File: config.mk
export PLATFORM = sky130hd
export DESIGN_NAME = sfstl_top
export DESIGN_NICKNAME = d
export VERILOG_FILES = /design/src/sfstl_pkg.sv /design/src/sfstl_top.sv
export SDC_FILE = /design/constraint.sdc
export NUM_CORES = 1
export LEC_CHECK = 0
export BUFFER_PORTS_ARGS = -buffer_cell sky130_fd_sc_hd__buf_2
export CORE_MARGIN = 5
export CORE_UTILIZATION = 23
export DETAILED_ROUTE_END_ITERATION = 6
export PLACE_DENSITY = 0.45
export SETUP_SLACK_MARGIN = 0.3
export SYNTH_ARGS = -nofsm -noshare
export SYNTH_HDL_FRONTEND = slang
export SYNTH_SLANG_ARGS = --single-unit
File: constraint.sdc
create_clock -name sys_clk -period 2.3 [get_ports sys_clk]
set_input_delay 0.23 -clock sys_clk [delete_from_list [all_inputs] [get_ports sys_clk]]
set_output_delay 0.23 -clock sys_clk [all_outputs]
set_load 0.01 [all_outputs]
File: src/sfstl_pkg.sv
package sfstl_pkg;
   // Register byte offsets
   localparam logic [7:0] ADDR_CFG = 8'h00;
   localparam logic [7:0] ADDR_ACTIVE = 8'h04;
   localparam logic [7:0] ADDR_LIMITS = 8'h08;
   localparam logic [7:0] ADDR_TORQUE = 8'h0C;
   localparam logic [7:0] ADDR_STATUS = 8'h10;
   localparam logic [7:0] ADDR_IRQ_EN = 8'h14;
   localparam logic [7:0] ADDR_IRQ_CLR = 8'h18;
   localparam logic [7:0] ADDR_STATE = 8'h1C;
   // Configuration field positions
   localparam int DISP_LSB = 0;
   localparam int MODE_LSB = 8;
   localparam int TLSEL_LSB = 12;
   localparam int TRAV_LSB = 16;
   localparam int STOPSEL_LSB = 20;
   localparam int TQ2_LSB = 16;
   // Reset values of pending settings
   localparam logic [4:0] DISP_RST = 5'h01;
   localparam logic [2:0] MODE_RST = 3'h0;
   localparam logic [1:0] TLSEL_RST = 2'h1;
   localparam logic [1:0] TRAV_RST = 2'h1;
   localparam logic [1:0] STOPSEL_RST = 2'h0;
   localparam logic [15:0] TQ1_RST = 16'h012C;
   localparam logic [15:0] TQ2_RST = 16'h012C;
   // Codes
   localparam logic [2:0] MODE_POS = 3'h0;
   localparam logic [2:0] MODE_SPD = 3'h1;
   localparam logic [1:0] TL_SAME = 2'h1;
   localparam logic [1:0] TL_SPLIT = 2'h2;
   localparam logic [1:0] TL_SWITCH = 2'h3;
   localparam logic [1:0] TRAV_EN = 2'h0;
   localparam logic [1:0] TRAV_OFF = 2'h1;
   localparam logic [1:0] TRAV_ALARM = 2'h2;
   localparam logic [7:0] ALARM_TRAVEL = 8'h26;
   // Status bits
   localparam int ST_FWD_BLK = 0;
   localparam int ST_REV_BLK = 1;
   localparam int ST_ALARM = 2;
   localparam int NUM_EVT = 3;
   localparam logic [1:0] RESP_OKAY = 2'b00;
   localparam logic [1:0] RESP_SLVERR = 2'b10;
   typedef enum logic [1:0] {
      SF_LOAD = 2'b00,
      SF_RUN = 2'b01
   } sfstl_state_e;
endpackage : sfstl_pkg

File: src/sfstl_top.sv
// Implementation choices: the AXI4-Lite interface to the registers and the placing of the registers.
`timescale 1ns/1ps
`default_nettype none
// Functional notes
// - Station number latched from switch after reset
// - Station number drives serial link address
// - Station number never affects motor control
// - Display selector 0-17, reserved codes passed on unflagged
// - Mode 0 pulse position, 1 internal speed
// - Limit select 1: first limit both ways
// - Limit select 2: first forward, second reverse
// - Limit select 3: switch input picks limit
// - Limit select 0: first limit both ways
// - Torque control: first limit both ways
// - Open forward input blocks forward only
// - Open reverse input blocks reverse only
// - Travel select 1 ignores both inputs
// - Blocked motion in travel select 0 stops per stop selection
// - Both inputs open raises alarm 38 in travel select 0
// - Travel select 2: either open alarms
// - Power-cycle settings act only after reset
module sfstl_top (
   input wire logic sys_clk,
   input wire logic nrst,
   input wire logic [3:0] stationSwitch,
   input wire logic forwardLimitInput,
   input wire logic reverseLimitInput,
   input wire logic gainLimitSwitchInput,
   input wire logic torqueControlActive,
   input wire logic [31:0] s_axi_awaddr,
   input wire logic s_axi_awvalid,
   output logic s_axi_awready,
   input wire logic [31:0] s_axi_wdata,
   input wire logic [3:0] s_axi_wstrb,
   input wire logic s_axi_wvalid,
   output logic s_axi_wready,
   output logic [1:0] s_axi_bresp,
   output logic s_axi_bvalid,
   input wire logic s_axi_bready,
   input wire logic [31:0] s_axi_araddr,
   input wire logic s_axi_arvalid,
   output logic s_axi_arready,
   output logic [31:0] s_axi_rdata,
   output logic [1:0] s_axi_rresp,
   output logic s_axi_rvalid,
   input wire logic s_axi_rready,
   output logic [3:0] linkAddress,
   output logic [4:0] displayItem,
   output logic positionMode,
   output logic speedMode,
   output logic [15:0] forwardTorqueLimit,
   output logic [15:0] reverseTorqueLimit,
   output logic forwardBlocked,
   output logic reverseBlocked,
   output logic limitStopRequest,
   output logic [1:0] limitStopSelection,
   output logic [7:0] alarmCode,
   output logic irq
);
   import sfstl_pkg::*;

   sfstl_state_e state_r;
   // Pending settings; kept like non-volatile storage, untouched by reset
   logic [4:0] pDisp_r = DISP_RST;
   logic [2:0] pMode_r = MODE_RST;
   logic [1:0] pTl_r = TLSEL_RST;
   logic [1:0] pTrav_r = TRAV_RST;
   logic [1:0] pStop_r = STOPSEL_RST;
   logic [15:0] pTq1_r = TQ1_RST;
   logic [15:0] pTq2_r = TQ2_RST;
   // Active copies
   logic [3:0] station_r;
   logic [4:0] aDisp_r;
   logic [2:0] aMode_r;
   logic [1:0] aTl_r;
   logic [1:0] aTrav_r;
   logic [1:0] aStop_r;
   logic [15:0] aTq1_r;
   logic [15:0] aTq2_r;
   logic [NUM_EVT-1:0] status_r;
   logic [NUM_EVT-1:0] irqEn_r;
   logic [NUM_EVT-1:0] evt;
   logic fwdBlk;
   logic revBlk;
   logic alarmNow;
   logic [15:0] fwdTq;
   logic [15:0] revTq;

   // Write channel state
   logic awHeld_r;
   logic wHeld_r;
   logic [7:0] awAddr_r;
   logic [31:0] wData_r;
   logic [3:0] wStrb_r;
   logic doWrite;

   function automatic logic [31:0] merge(input logic [31:0] old, input logic [31:0] nw,
                                         input logic [3:0] strb);
      logic [31:0] res;
      res = old;
      for (int i = 0; i < 4; i++) begin
         if (strb[i]) begin
            res[i*8 +: 8] = nw[i*8 +: 8];
         end
      end
      return res;
   endfunction : merge

   function automatic logic mapped(input logic [7:0] a);
      return (a[1:0] == 2'b00) && (a <= ADDR_STATE);
   endfunction : mapped

   // Same field layout for pending and active settings
   function automatic logic [31:0] packCfg(input logic [4:0] disp, input logic [2:0] mode,
                                           input logic [1:0] tl, input logic [1:0] trav,
                                           input logic [1:0] stop);
      logic [31:0] w;
      w = 32'h0000_0000;
      w[DISP_LSB +: 5] = disp;
      w[MODE_LSB +: 3] = mode;
      w[TLSEL_LSB +: 2] = tl;
      w[TRAV_LSB +: 2] = trav;
      w[STOPSEL_LSB +: 2] = stop;
      return w;
   endfunction : packCfg

   // Open contact blocks its direction unless limits are ignored
   function automatic logic blocks(input logic [1:0] sel, input logic contact);
      return (sel != TRAV_OFF) && !contact;
   endfunction : blocks

   logic [31:0] cfgWord;
   logic [31:0] tqWord;
   logic [31:0] cfgMerged;
   logic [31:0] tqMerged;
   logic [31:0] irqEnMerged;
   assign cfgWord = packCfg(pDisp_r, pMode_r, pTl_r, pTrav_r, pStop_r);
   assign tqWord = {pTq2_r, pTq1_r};
   // Byte lanes of a write laid over the current contents
   assign cfgMerged = merge(cfgWord, wData_r, wStrb_r);
   assign tqMerged = merge(tqWord, wData_r, wStrb_r);
   assign irqEnMerged = merge({29'h0, irqEn_r}, wData_r, wStrb_r);

   // Load active copies once after reset
   always_ff @(posedge sys_clk or negedge nrst) begin
      if (!nrst) begin
         state_r <= SF_LOAD;
         station_r <= 4'h0;
         aDisp_r <= DISP_RST;
         aMode_r <= MODE_RST;
         aTl_r <= TLSEL_RST;
         aTrav_r <= TRAV_RST;
         aStop_r <= STOPSEL_RST;
         aTq1_r <= TQ1_RST;
         aTq2_r <= TQ2_RST;
      end else begin
         case (state_r)
            SF_LOAD: begin
               // Switch sampled once here; no bus path reaches it
               station_r <= stationSwitch;
               aDisp_r <= pDisp_r;
               aMode_r <= pMode_r;
               aTl_r <= pTl_r;
               aTrav_r <= pTrav_r;
               aStop_r <= pStop_r;
               aTq1_r <= pTq1_r;
               aTq2_r <= pTq2_r;
               state_r <= SF_RUN;
            end
            SF_RUN: state_r <= SF_RUN;
            default: state_r <= SF_LOAD;
         endcase
      end
   end

   // Torque limit selection
   // Reserved selector code keeps the first limit both ways
   always_comb begin
      fwdTq = aTq1_r;
      revTq = aTq1_r;
      if (!torqueControlActive) begin
         case (aTl_r)
            TL_SPLIT: revTq = aTq2_r;
            TL_SWITCH: begin
               if (gainLimitSwitchInput) begin
                  fwdTq = aTq2_r;
                  revTq = aTq2_r;
               end
            end
            default: ;
         endcase
      end
   end

   // Travel limits; input high means contact closed
   always_comb begin
      fwdBlk = blocks(aTrav_r, forwardLimitInput);
      revBlk = blocks(aTrav_r, reverseLimitInput);
      // Alarm mode trips on one open contact, enabled mode on both
      alarmNow = 1'b0;
      if (aTrav_r == TRAV_EN) begin
         alarmNow = fwdBlk && revBlk;
      end else if (aTrav_r == TRAV_ALARM) begin
         alarmNow = fwdBlk || revBlk;
      end
      evt = '0;
      evt[ST_FWD_BLK] = fwdBlk;
      evt[ST_REV_BLK] = revBlk;
      evt[ST_ALARM] = alarmNow;
   end

   // Power-cycle settings as seen from outside
   always_ff @(posedge sys_clk or negedge nrst) begin
      if (!nrst) begin
         linkAddress <= 4'h0;
         displayItem <= DISP_RST;
         positionMode <= 1'b1;
         speedMode <= 1'b0;
         limitStopSelection <= STOPSEL_RST;
      end else begin
         linkAddress <= station_r;
         displayItem <= aDisp_r;
         positionMode <= (aMode_r == MODE_POS);
         speedMode <= (aMode_r == MODE_SPD);
         limitStopSelection <= aStop_r;
      end
   end

   // Selected torque limits
   always_ff @(posedge sys_clk or negedge nrst) begin
      if (!nrst) begin
         forwardTorqueLimit <= TQ1_RST;
         reverseTorqueLimit <= TQ1_RST;
      end else begin
         forwardTorqueLimit <= fwdTq;
         reverseTorqueLimit <= revTq;
      end
   end

   // Travel-limit outputs
   always_ff @(posedge sys_clk or negedge nrst) begin
      if (!nrst) begin
         forwardBlocked <= 1'b0;
         reverseBlocked <= 1'b0;
         limitStopRequest <= 1'b0;
         alarmCode <= 8'h00;
      end else begin
         forwardBlocked <= fwdBlk;
         reverseBlocked <= revBlk;
         limitStopRequest <= (aTrav_r == TRAV_EN) && (fwdBlk || revBlk);
         alarmCode <= alarmNow ? ALARM_TRAVEL : 8'h00;
      end
   end

   // Sticky status; set wins over clear
   // Irq also sees live events, so it rises with the status bit
   always_ff @(posedge sys_clk or negedge nrst) begin
      if (!nrst) begin
         status_r <= '0;
         irq <= 1'b0;
      end else begin
         if (doWrite && awAddr_r == ADDR_IRQ_CLR) begin
            status_r <= (status_r & ~wData_r[NUM_EVT-1:0]) | evt;
         end else begin
            status_r <= status_r | evt;
         end
         irq <= |((status_r | evt) & irqEn_r);
      end
   end

   // AXI write path
   // Address and data taken in either order; refused until response taken
   assign doWrite = awHeld_r && wHeld_r && !s_axi_bvalid;

   always_ff @(posedge sys_clk or negedge nrst) begin
      if (!nrst) begin
         awHeld_r <= 1'b0;
         wHeld_r <= 1'b0;
         awAddr_r <= 8'h00;
         wData_r <= 32'h0000_0000;
         wStrb_r <= 4'h0;
         s_axi_awready <= 1'b1;
         s_axi_wready <= 1'b1;
         s_axi_bvalid <= 1'b0;
         s_axi_bresp <= RESP_OKAY;
      end else begin
         if (s_axi_awvalid && s_axi_awready) begin
            awHeld_r <= 1'b1;
            awAddr_r <= s_axi_awaddr[7:0];
            s_axi_awready <= 1'b0;
         end
         if (s_axi_wvalid && s_axi_wready) begin
            wHeld_r <= 1'b1;
            wData_r <= s_axi_wdata;
            wStrb_r <= s_axi_wstrb;
            s_axi_wready <= 1'b0;
         end
         if (doWrite) begin
            s_axi_bvalid <= 1'b1;
            s_axi_bresp <= mapped(awAddr_r) ? RESP_OKAY : RESP_SLVERR;
            awHeld_r <= 1'b0;
            wHeld_r <= 1'b0;
         end
         if (s_axi_bvalid && s_axi_bready) begin
            s_axi_bvalid <= 1'b0;
            s_axi_awready <= 1'b1;
            s_axi_wready <= 1'b1;
         end
      end
   end

   // Writable settings; no reset so they survive a power cycle
   always_ff @(posedge sys_clk) begin
      if (doWrite) begin
         case (awAddr_r)
            ADDR_CFG: begin
               pDisp_r <= cfgMerged[DISP_LSB +: 5];
               pMode_r <= cfgMerged[MODE_LSB +: 3];
               pTl_r <= cfgMerged[TLSEL_LSB +: 2];
               pTrav_r <= cfgMerged[TRAV_LSB +: 2];
               pStop_r <= cfgMerged[STOPSEL_LSB +: 2];
            end
            ADDR_TORQUE: begin
               pTq1_r <= tqMerged[15:0];
               pTq2_r <= tqMerged[TQ2_LSB +: 16];
            end
            default: ;
         endcase
      end
   end

   // Interrupt enables
   always_ff @(posedge sys_clk or negedge nrst) begin
      if (!nrst) begin
         irqEn_r <= '0;
      end else if (doWrite && awAddr_r == ADDR_IRQ_EN) begin
         irqEn_r <= irqEnMerged[NUM_EVT-1:0];
      end
   end

   // AXI read path
   // Unmapped offsets read as zero with an error response
   always_ff @(posedge sys_clk or negedge nrst) begin
      if (!nrst) begin
         s_axi_arready <= 1'b1;
         s_axi_rvalid <= 1'b0;
         s_axi_rdata <= 32'h0000_0000;
         s_axi_rresp <= RESP_OKAY;
      end else begin
         if (s_axi_arvalid && s_axi_arready) begin
            s_axi_arready <= 1'b0;
            s_axi_rvalid <= 1'b1;
            s_axi_rresp <= mapped(s_axi_araddr[7:0]) ? RESP_OKAY : RESP_SLVERR;
            case (s_axi_araddr[7:0])
               ADDR_CFG: s_axi_rdata <= cfgWord;
               ADDR_ACTIVE: s_axi_rdata <= packCfg(aDisp_r, aMode_r, aTl_r, aTrav_r, aStop_r);
               ADDR_LIMITS: s_axi_rdata <= {16'h0000, alarmCode, 4'h0, station_r};
               ADDR_TORQUE: s_axi_rdata <= tqWord;
               ADDR_STATUS: s_axi_rdata <= {29'h0, status_r};
               ADDR_IRQ_EN: s_axi_rdata <= {29'h0, irqEn_r};
               ADDR_STATE: s_axi_rdata <= {16'h0000, revTq[7:0], 3'h0, fwdBlk, revBlk,
                                           alarmNow, state_r};
               default: s_axi_rdata <= 32'h0000_0000;
            endcase
         end
         if (s_axi_rvalid && s_axi_rready) begin
            s_axi_rvalid <= 1'b0;
            s_axi_arready <= 1'b1;
         end
      end
   end
endmodule : sfstl_top
`default_nettype wire

## Word-level counts from Yosys, hierarchy flattened

Index checks and enable logic that the tools add are counted.

| cells by class | value |
|---|---|
| order comparisons | 2 |
| bitwise gates (word level) | 5 |
| reductions and logical operators | 42 |
| eq/ne operators | 15 |
| muxes and demuxes | 27 |

Operators with widths:

| cell | count |
|---|---|
| 32-bit one-hot mux with 7 select lines | 1 |
| 16-bit two-way mux | 4 |
| 8-bit by 5-bit equality test with 1-bit output (second input constant) | 5 |
| 16-bit one-hot mux with 2 select lines | 1 |
| 8-bit by 4-bit equality test with 1-bit output (second input constant) | 3 |
| 3-bit AND reduction | 7 |
| 1-bit two-way mux | 17 |
| 8-bit by 5-bit <= comparator with 1-bit output (second input constant) | 2 |
| 8-bit zero test | 2 |
| 1-bit logical AND | 15 |
| 2-bit nonzero test | 6 |
| 8-bit by 3-bit equality test with 1-bit output (second input constant) | 1 |
| 2-bit zero test | 4 |
| 3-bit AND | 2 |
| 2-bit equality test (second input constant) | 3 |
| 6-bit two-way mux | 1 |
| 3-bit bitwise OR | 2 |
| 2-bit two-way mux | 2 |
| 3-bit by 1-bit equality test with 1-bit output (second input constant) | 1 |
| 1-bit zero test | 3 |
| 3-bit zero test | 1 |
| 3-bit two-way mux | 1 |
| 3-bit NOT | 1 |
| 3-bit OR reduction | 1 |
| other kinds (5) | 5 |

| storage, ports and cells | value |
|---|---|
| input bits | 115 |
| output and inout bits | 98 |
| bits in registers | 246 |
| word-level logic and storage cells | 136 |

## Depth between registers and ports, before layout

Gate-level depths: netlist (run 1).

| depth | value |
|---|---|
| depth in word-level cells | 8 |
| gate-level depth with buffers | 6 |
| depth with buffers taken out | 5 |

## Worst setup path after synthesis (run 1)

OpenSTA, ideal clock, no wires.

| path | value |
|---|---|
| kind | reg-to-reg |
| from | register awAddr_r[0] |
| to | register pTq1_r[10] (enable) |
| period minus slack after synthesis | 2522 ps |
| cell stages (with the launch flop) | 4 |
| setup slack | -222 ps |
| required time | 1905 ps |
| buffers on the path | 0 |
| arrival | 2127 ps |
| library setup time | 395 ps |
| cells stage by stage | dfrtp_1 -> or4_1 -> or3_1 -> nor4_1 |

| on the way | value |
|---|---|
| longest elaborated chain between the ends | 2 |

Ends and longest elaborated chain:

| element | line | text |
|---|---|---|
| start: declaration | sfstl_top.sv:92 | `logic [7:0] awAddr_r;` |
| start signal: assignment | sfstl_top.sv:289 | `awAddr_r <= s_axi_awaddr[7:0];` |
| 8-bit by 4-bit equality test with 1-bit output | sfstl_top.sv:315 | `case (awAddr_r)` |
| 3-bit AND reduction (no line) | -- |  |
| end signal: assignment | sfstl_top.sv:324 | `pTq1_r <= tqMerged[15:0];` |
| end: declaration | sfstl_top.sv:69 | `logic [15:0] pTq1_r = TQ1_RST;` |

Every way passes these cells.
A chain may end at the register's enable or synchronous reset.

## Worst setup path after layout (run 1)

| path | value |
|---|---|
| from | register awAddr_r[0] |
| to | register pMode_r[2] (enable) |

| on the way | value |
|---|---|
| longest elaborated chain between the ends | 2 |

Ends and longest elaborated chain:

| element | line | text |
|---|---|---|
| 8-bit zero test | sfstl_top.sv:315 |  |
| 3-bit AND reduction (no line) | -- |  |
| end signal: assignment | sfstl_top.sv:318 | `pMode_r <= cfgMerged[MODE_LSB +: 3];` |
| end: declaration | sfstl_top.sv:65 | `logic [2:0] pMode_r = MODE_RST;` |

Every way passes these cells.

==> metrics.md, run 1 <==
| Metric | Value |
|---|---|
| Post-DRT Antenna Nets | 0 |
| Reg2Reg Depth | 4 |
| Final setup vio count | 0 |
| CTS Buffer Depth | 3 |
| Clock sinks | 238 |
| FF-to-FF Start | awAddr_r[0] |
| Final min period | about 2.3 ns |
| Maximum clock frequency | approximately 440 MHz |
| PnR Total Power | 11200 uW |
| Final core occ | a little under a third |
| Number of max-cap violations | 0 |
| Row cnt | 73 |
| Crit-path max FO | 5 |
| Number of synthesized flops with an enable pin | 46 |
| GRT overflow | 0 |
| Chip Height | 210 um |
| Critical-path cell list | or4_1, or3_4, or4_4, nor2_4 |
| Pwr dens | 905 mW/mm^2 |
| Antenna Cells | 0 |
| Hold Path Class | in -> reg |
| CTS Buf Count | 26 |
| Seq cells post-synth | 238 |
| Worst Path Arrival | 2.48 ns |
| Crit path required time | about 2.5 ns |
| Setup_tns | 0 ns |
| Clock Latency Late Sink | 0.53 ns |
| Dominant cell type by area after synthesis | dfrtp_1 |
| Total track usage | 11.9% |
| Routed WL per cell | between 15 and 20 um |
| Core ar. | 0.0397 mm^2 |
| Asr flop ratio synth | 80.7% |
| Setup crit end kind | register |
| Via count | 5977 |
| Synth area leaders | dfrtp_1 (46%), mux2_2 (15%), edfxtp_1 (15%), dfstp_2 (6.8%), nand2_1 (1.5%) |
| Number of global-route vias before repair | roughly 6300 |
| Outcome | finished, final reports clean |
| Startpoint Class | register |
| Clock Tree Root | clkbuf_16 |
| Top_reg_cell synth | dfrtp_1 |
| Routed wire length | 26700 um |
| Yosys Warn Count | 0 |
| Worst reg2reg setup slack | ~0.044 ns |
| Largest net degree at the start of global routing | 54 |
| Clock Pin Slew Worst Setup and Hold Paths | approximately 0.06 ns |
| Detailed Route Iter0 Violations | about 300 |
| Power Internal | roughly 8300 uW |
| Clock Power Share | between 30% and 40% |
| Slowest-stage cell, CP | or4_1 |
| Yosys cell types | 52 |
| Leakage | 0.00536 uW |
| Seq/Total Area, Yosys | between 60% and 70% |
| Max_slew headroom | 59.5% |
| Worst hold stages | 3 |
| Die extent in x | 210 um |
| CTS H-tree lvls | 1 |
| Maximum vdd ir drop | 0.000305 V |
| Share of layout cells above drive strength 1 | 46.3% |
| Area post-placement | roughly 0.011 mm^2 |
| Mapped Avg Cell Area | between 10 and 15 um^2 |
| Slowest stage delay, CP | 0.51 ns |
| Comb pwr share | 14.1% |
| Drt first pass iters | 5 |
| # fillers | 3973 |
| Worst Skew | 0.00789 ns |
| Final Hold Viols | 0 |
| Max-slew violations | 0 |
| Final instance area | roughly 0.012 mm^2 |
| GP Congestion | 0.769 |
| Worst slew pin tran | 0.607 ns |
| Hpwl dp | 19100 um |
| Cells after Synth | 631 |
| Hold path endpoint | s_axi_rdata[9] |
| Area growth from synthesis to final layout | 34.2% |
| Sw Ratio | 25.7% |
| RSZ-0062 raised after global routing | yes |
| Hold_sp | s_axi_araddr[7] |
| First-pass GRT wire length | between 40000 and 50000 um |
| TritonCTS clock tree | done |
| NetSw | roughly 2900 uW |
| Nets@finish | between 900 and 1000 |
| R2R Path End | pMode_r[2] |
| Share of the synthesized area in the top cell type | a little under half |
| Tcrit/Tclk final | a little over nine tenths |
| Worst setup path class | reg -> reg |
| Buffers on Ports | 157 |
| Synth Cell Area | 0.00923 mm^2 |
| I/O Pins | between 200 and 250 |
| # DRC | 0 |
| Starting Density | 23.2% |
| CP Buf/Inv Count | 0 |
| Family with the most delay on the worst path | simple AND/OR/NAND/NOR gates |
| Vias per Instance | roughly 4.2 |
| Initial antenna violation count | 1 |
| Full die area | 0.0442 mm^2 |
| Seq pwr share | roughly half |
==> synthesized netlist by cell type (all sizes together) (4+ instances only) <==
library cell	count
inv	17
edfxtp	46
mux2i	8
o21ai	23
a22oi	5
dfrtp	168
dfstp	24
a31oi	4
clkbuf	20
o31ai	7
a22o	15
and2	5
nor2	26
nand2	36
nor3	7
mux2	127
nor4	7
or4	5
nand3	13
buf	17
and3	8
a32oi	4
==> cells in the final DEF, fill, tap and decap left out, drive strengths merged, types with 4 or more instances in the layout <==
cell,instances
inv,17
dfstp,24
mux2,127
clkinv,12
a32oi,4
edfxtp,46
and2,5
nor4,7
dlygate4sd3,59
a31oi,4
clkbuf,32
mux2i,8
dfrtp,168
o31ai,7
nor3,7
conb,8
nand3,13
nor2,26
or4,5
and3,8
nand2,36
buf,190
a22o,15
o21ai,23
a22oi,5
==> power groups by stage <==
stage / logic (uW) / clock network, uW / registers (uW)
after global routing: 1740 / 4470 / 5550
after global placement: 1460 / 0 / 5520
after CTS: 1590 / 4310 / 5460
final: 1590 / 4160 / 5460
after floorplan: 876 / 0 / 5460
after detailed placement: 1480 / 0 / 5540
==> stage by stage <==
stage,setup slack [ns],std cells,hold slack (ns)
finish,0.0444,1423,0.107
global route,-0.00488,1423,0.117
CTS,0.0311,1422,0.0661
detailed placement,0.0288,1313,0.227
global placement,0.0398,1313,0.229
floorplan,0.0998,637,-0.0656
==> repair_timing <==
| item | CTS | global route |
|---|---|---|
| cloned | 0 | 0 |
| endpoints found under the setup margin | 52 | 55 |
| hold buffers | 59 | 0 |
| gates resized for setup | 5 | 9 |
| buffers inserted | 2 | 1 |
| endpoints found under the hold margin | 97 | 0 |
| pin swaps | 4 | 1 |
==> cell families (layout without fill, tap and decap cells) <==
logic type	count (synthesis)	in the layout	share of synthesized area [%]
compound gates	81	81	6.37
simple gates	119	119	6.47
flops	238	238	67.4
mux	137	137	16.9
other cells	2	8	0.0814
buf+inv	54	315	2.86
==> worst register-to-register path, delay by kind of cell, from the launching register on <==
family	cells	cell delay (ns)
DFF	1	0.37
and+or+nand+nor	4	1.59
==> per-layer routing <==
| metal | up-vias | wire length (um) | track usage [%] | share of wire (%) |
|---|---|---|---|---|
| met1 | 3024 | 12000 | 16.5 | 45 |
| met4 | 2 | 430 | 2.81 | 1.6 |
| met2 | 152 | 12600 | 19.1 | 47 |
| li1 | 2768 | - | - | - |
| met3 | 31 | 1660 | 2.56 | 6.2 |
| met5 | - | 14 | 0 | 0.052 |
==> worst max path at each step <==
stage                      from          to  slack [ns]  cells past startpoint
floorplan           awAddr_r[0]  pDisp_r[0]         0.1                      4
global route        awAddr_r[0]  pDisp_r[4]      -0.005                      4
global placement    awAddr_r[0]  pMode_r[0]        0.04                      4
detailed placement  awAddr_r[0]    pTl_r[0]        0.03                      4
finish              awAddr_r[0]  pMode_r[2]        0.04                      4
CTS                 awAddr_r[0]  pMode_r[2]        0.03                      4
==> area by class of cell <==
class,count,area [um^2],share of cell area (%)
Clock buffer,31,721,5.82
Clock inverter,17,138,1.11
Inverter,17,63.8,0.515
Multi-Input combinational cell,345,2890,23.4
Sequential cell,238,6220,50.2
Tap cell,525,657,5.30
Timing Repair Buffer,250,1700,13.7
==> state kept, by name, summed over array words and instances (netlist names), 16 cells and up <==
register / count
s_axi_rdata: 32
wData_r: 32
aTq1_r: 16
aTq2_r: 16
forwardTorqueLimit: 16
pTq1_r: 16
pTq2_r: 16
reverseTorqueLimit: 16
Note: power is estimated with default switching activity, not from simulation.
==> run 2: changes to the inputs <==
--- a/config.mk
+++ b/config.mk
@@ -10,6 +10,7 @@
 export CORE_UTILIZATION = 23
 export DETAILED_ROUTE_END_ITERATION = 6
 export PLACE_DENSITY = 0.45
+export REMOVE_ABC_BUFFERS = 1
 export SETUP_SLACK_MARGIN = 0.3
 export SYNTH_ARGS = -nofsm -noshare
 export SYNTH_HDL_FRONTEND = slang
==> run 2 against run 1 <==
Flip-flop and latch count unchanged. Cell area grew 0.87%. Cell count rose by 0.56%. Global-route usage grew 0.22 points. Die area stayed put. Sequential share of layout area decreased by 0.43 points. Combinational power about the same. Register-to-register slack better by 0.02 ns. Routed wire length grew 1.8%. Highest routed layer unchanged. Largest cell class unchanged. Setup slack better by 0.018 ns.
==> metrics.md, run 2 (synthesis results as in run 1) <==
| Metric | Value |
|---|---|
| Core ar. | 0.0397 mm^2 |
| CTS Buf Count | 29 |
| Row cnt | 73 |
| Outcome | finished, final reports clean |
| Place WS | -0.0112 ns |
| Drt first pass iters | 5 |
| Antenna Cells | 0 |
| Detailed Route Iter0 Violations | approximately 190 |
| Registers with the most flip-flops | s_axi_rdata: 32 flops, wData_r: 32 flops |
| First-pass GRT wire length | approximately 41000 um |
| Seq pwr share | 47.0% |
| Initial antenna violation count | 2 |
| Worst setup path class | reg -> reg |
| Area growth from synthesis to final layout | 35.4% |
| Setup_tns | 0 ns |
| # DRC | 0 |
| Pwr dens | 931 mW/mm^2 |
| Via count | 5979 |
| Number of global-route vias before repair | 6346 |
| Nets@finish | 998 |
| Routed WL per cell | 19.0 um |
| Max_slew headroom | ~57% |
| Post-route worst setup slack | 0.0627 ns |
| Tcrit/Tclk final | 97.3% |
| Final setup vio count | 0 |
| Area post-placement | ~0.011 mm^2 |
| Routed wire length | 27200 um |
| Clock Latency Late Sink | roughly 0.56 ns |
| Clock Pin Slew Worst Setup and Hold Paths | roughly 0.06 ns |
| Crit-path max FO | 4 |
| Post-DRT Antenna Nets | 0 |
| Final core occ | 31.4% |
| Clock Power Share | 39.5% |
| Sw Ratio | between 20% and 30% |
| Most common cell after layout, fill and taps aside | dfrtp_1 |
| Worst slew pin tran | 0.641 ns |
| Total track usage | 12.1% |
| Vias per Instance | 4.18 |
| GRT overflow | 0 |
| NetSw | just under 3000 uW |
| Maximum clock frequency | 447 MHz |
| Hold Path Class | in -> reg |
| Crit path required time | 2.57 ns |
| CTS Buffer Depth | 3 |
| Comb pwr share | 13.5% |
| Final Hold Viols | 0 |
| TritonCTS clock tree | done |
| Die extent in x | 210 um |
| Maximum vdd ir drop | 0.000519 V |
| Hpwl dp | around 19000 um |
| Power Internal | between 8000 and 9000 uW |
| Hold_ws | ~0.072 ns |
| Starting Density | 23.2% |
| Final min period | about 2.2 ns |
| Max-slew violations | 0 |
| Number of max-cap violations | 0 |
| Chip Height | between 200 and 250 um |
| Worst Path Arrival | 2.51 ns |
| Buffers on Ports | 157 |
| Leakage | 0.00545 uW |
| Clock Tree Root | clkbuf_16 |
| Setup crit end kind | register |
| Full die area | 0.0442 mm^2 |
| CTS H-tree lvls | 1 |
| Most frequent cells in the layout | dfrtp_1 (167), buf_2 (156), mux2_2 (127), dlygate4sd3_1 (59), edfxtp_1 (46) |
| I/O Pins | 213 |
| Share of layout cells above drive strength 1 | approximately 46% |
| Worst Skew | 0.0188 ns |
| RSZ-0062 raised after global routing | yes |
| Final instance area | between 0.01 and 0.015 mm^2 |
| Clock sinks | 238 |
| Startpoint Class | register |
| GP Congestion | 0.758 |
| Largest net degree at the start of global routing | 55 |
run 2: what timing repair did:
action,4_1_cts,5_1_grt
pin swaps,3,2
hold buffers,59,0
endpoints found under the hold margin,100,0
buffers inserted,1,3
setup endpoints to repair,46,49
gates resized for setup,7,10
run 2: power groups by stage:
| stage | combinational [uW] | clock, uW | sequential, uW |
|---|---|---|---|
| after floorplan | 773 | 0 | 5450 |
| after CTS | 1570 | 4750 | 5470 |
| after global routing | 1730 | 4930 | 5540 |
| after detailed placement | 1460 | 0 | 5540 |
| after global placement | 1440 | 0 | 5510 |
| final | 1570 | 4600 | 5460 |
run 2: metal layers:
metal  wire length [um]  vias to the layer above  part of all wire (%)  GRT usage, %
met2              12700                      144                    47          19.4
met5                  7                        -                 0.026             0
li1                   -                     2780                     -             -
met1              12200                     3019                    45          16.6
met3               1700                       34                   6.3          3.10
met4                559                        2                   2.1          2.63
run 2: cell type report:
| class | instances | area (um^2) |
|---|---|---|
| clock buffers | 46 | 870 |
| clock inverters | 8 | 95.1 |
| multi-input cells | 345 | 2840 |
| repair buffers | 252 | 1750 |
| fillers | 4001 | 27200 |
| inverters | 17 | 63.8 |
| well taps | 525 | 657 |
| flip-flops and latches | 238 | 6220 |
run 2: stage by stage:
stage	std cells	total power (uW)
after floorplan	600	6220
final	1431	11600
after CTS	1428	11800
after detailed placement	1314	6990
after global routing	1431	12200
after global placement	1314	6950
run 2: critical path: stages (launching register included):
cell and delay [ns]:
dfrtp_1 0.38, or4_1 0.51, or3_4 0.35, or4_4 0.47, nor2_2 0.12, buf_6 0.13
run 2: final timing paths:
kind,startpoint,to,slack (ns),cells after the start
max in group asynchronous,nrst,aTrav_r[0],1.38,3
max,awAddr_r[0],pTrav_r[1],0.06,5
max reg2reg,awAddr_r[0],pTrav_r[1],0.06,5
min reg2reg,aStop_r[1],limitStopSelection[1],0.39,0
min,s_axi_araddr[7],s_axi_rdata[9],0.07,3
min in group asynchronous,nrst,reverseTorqueLimit[11],0.19,2
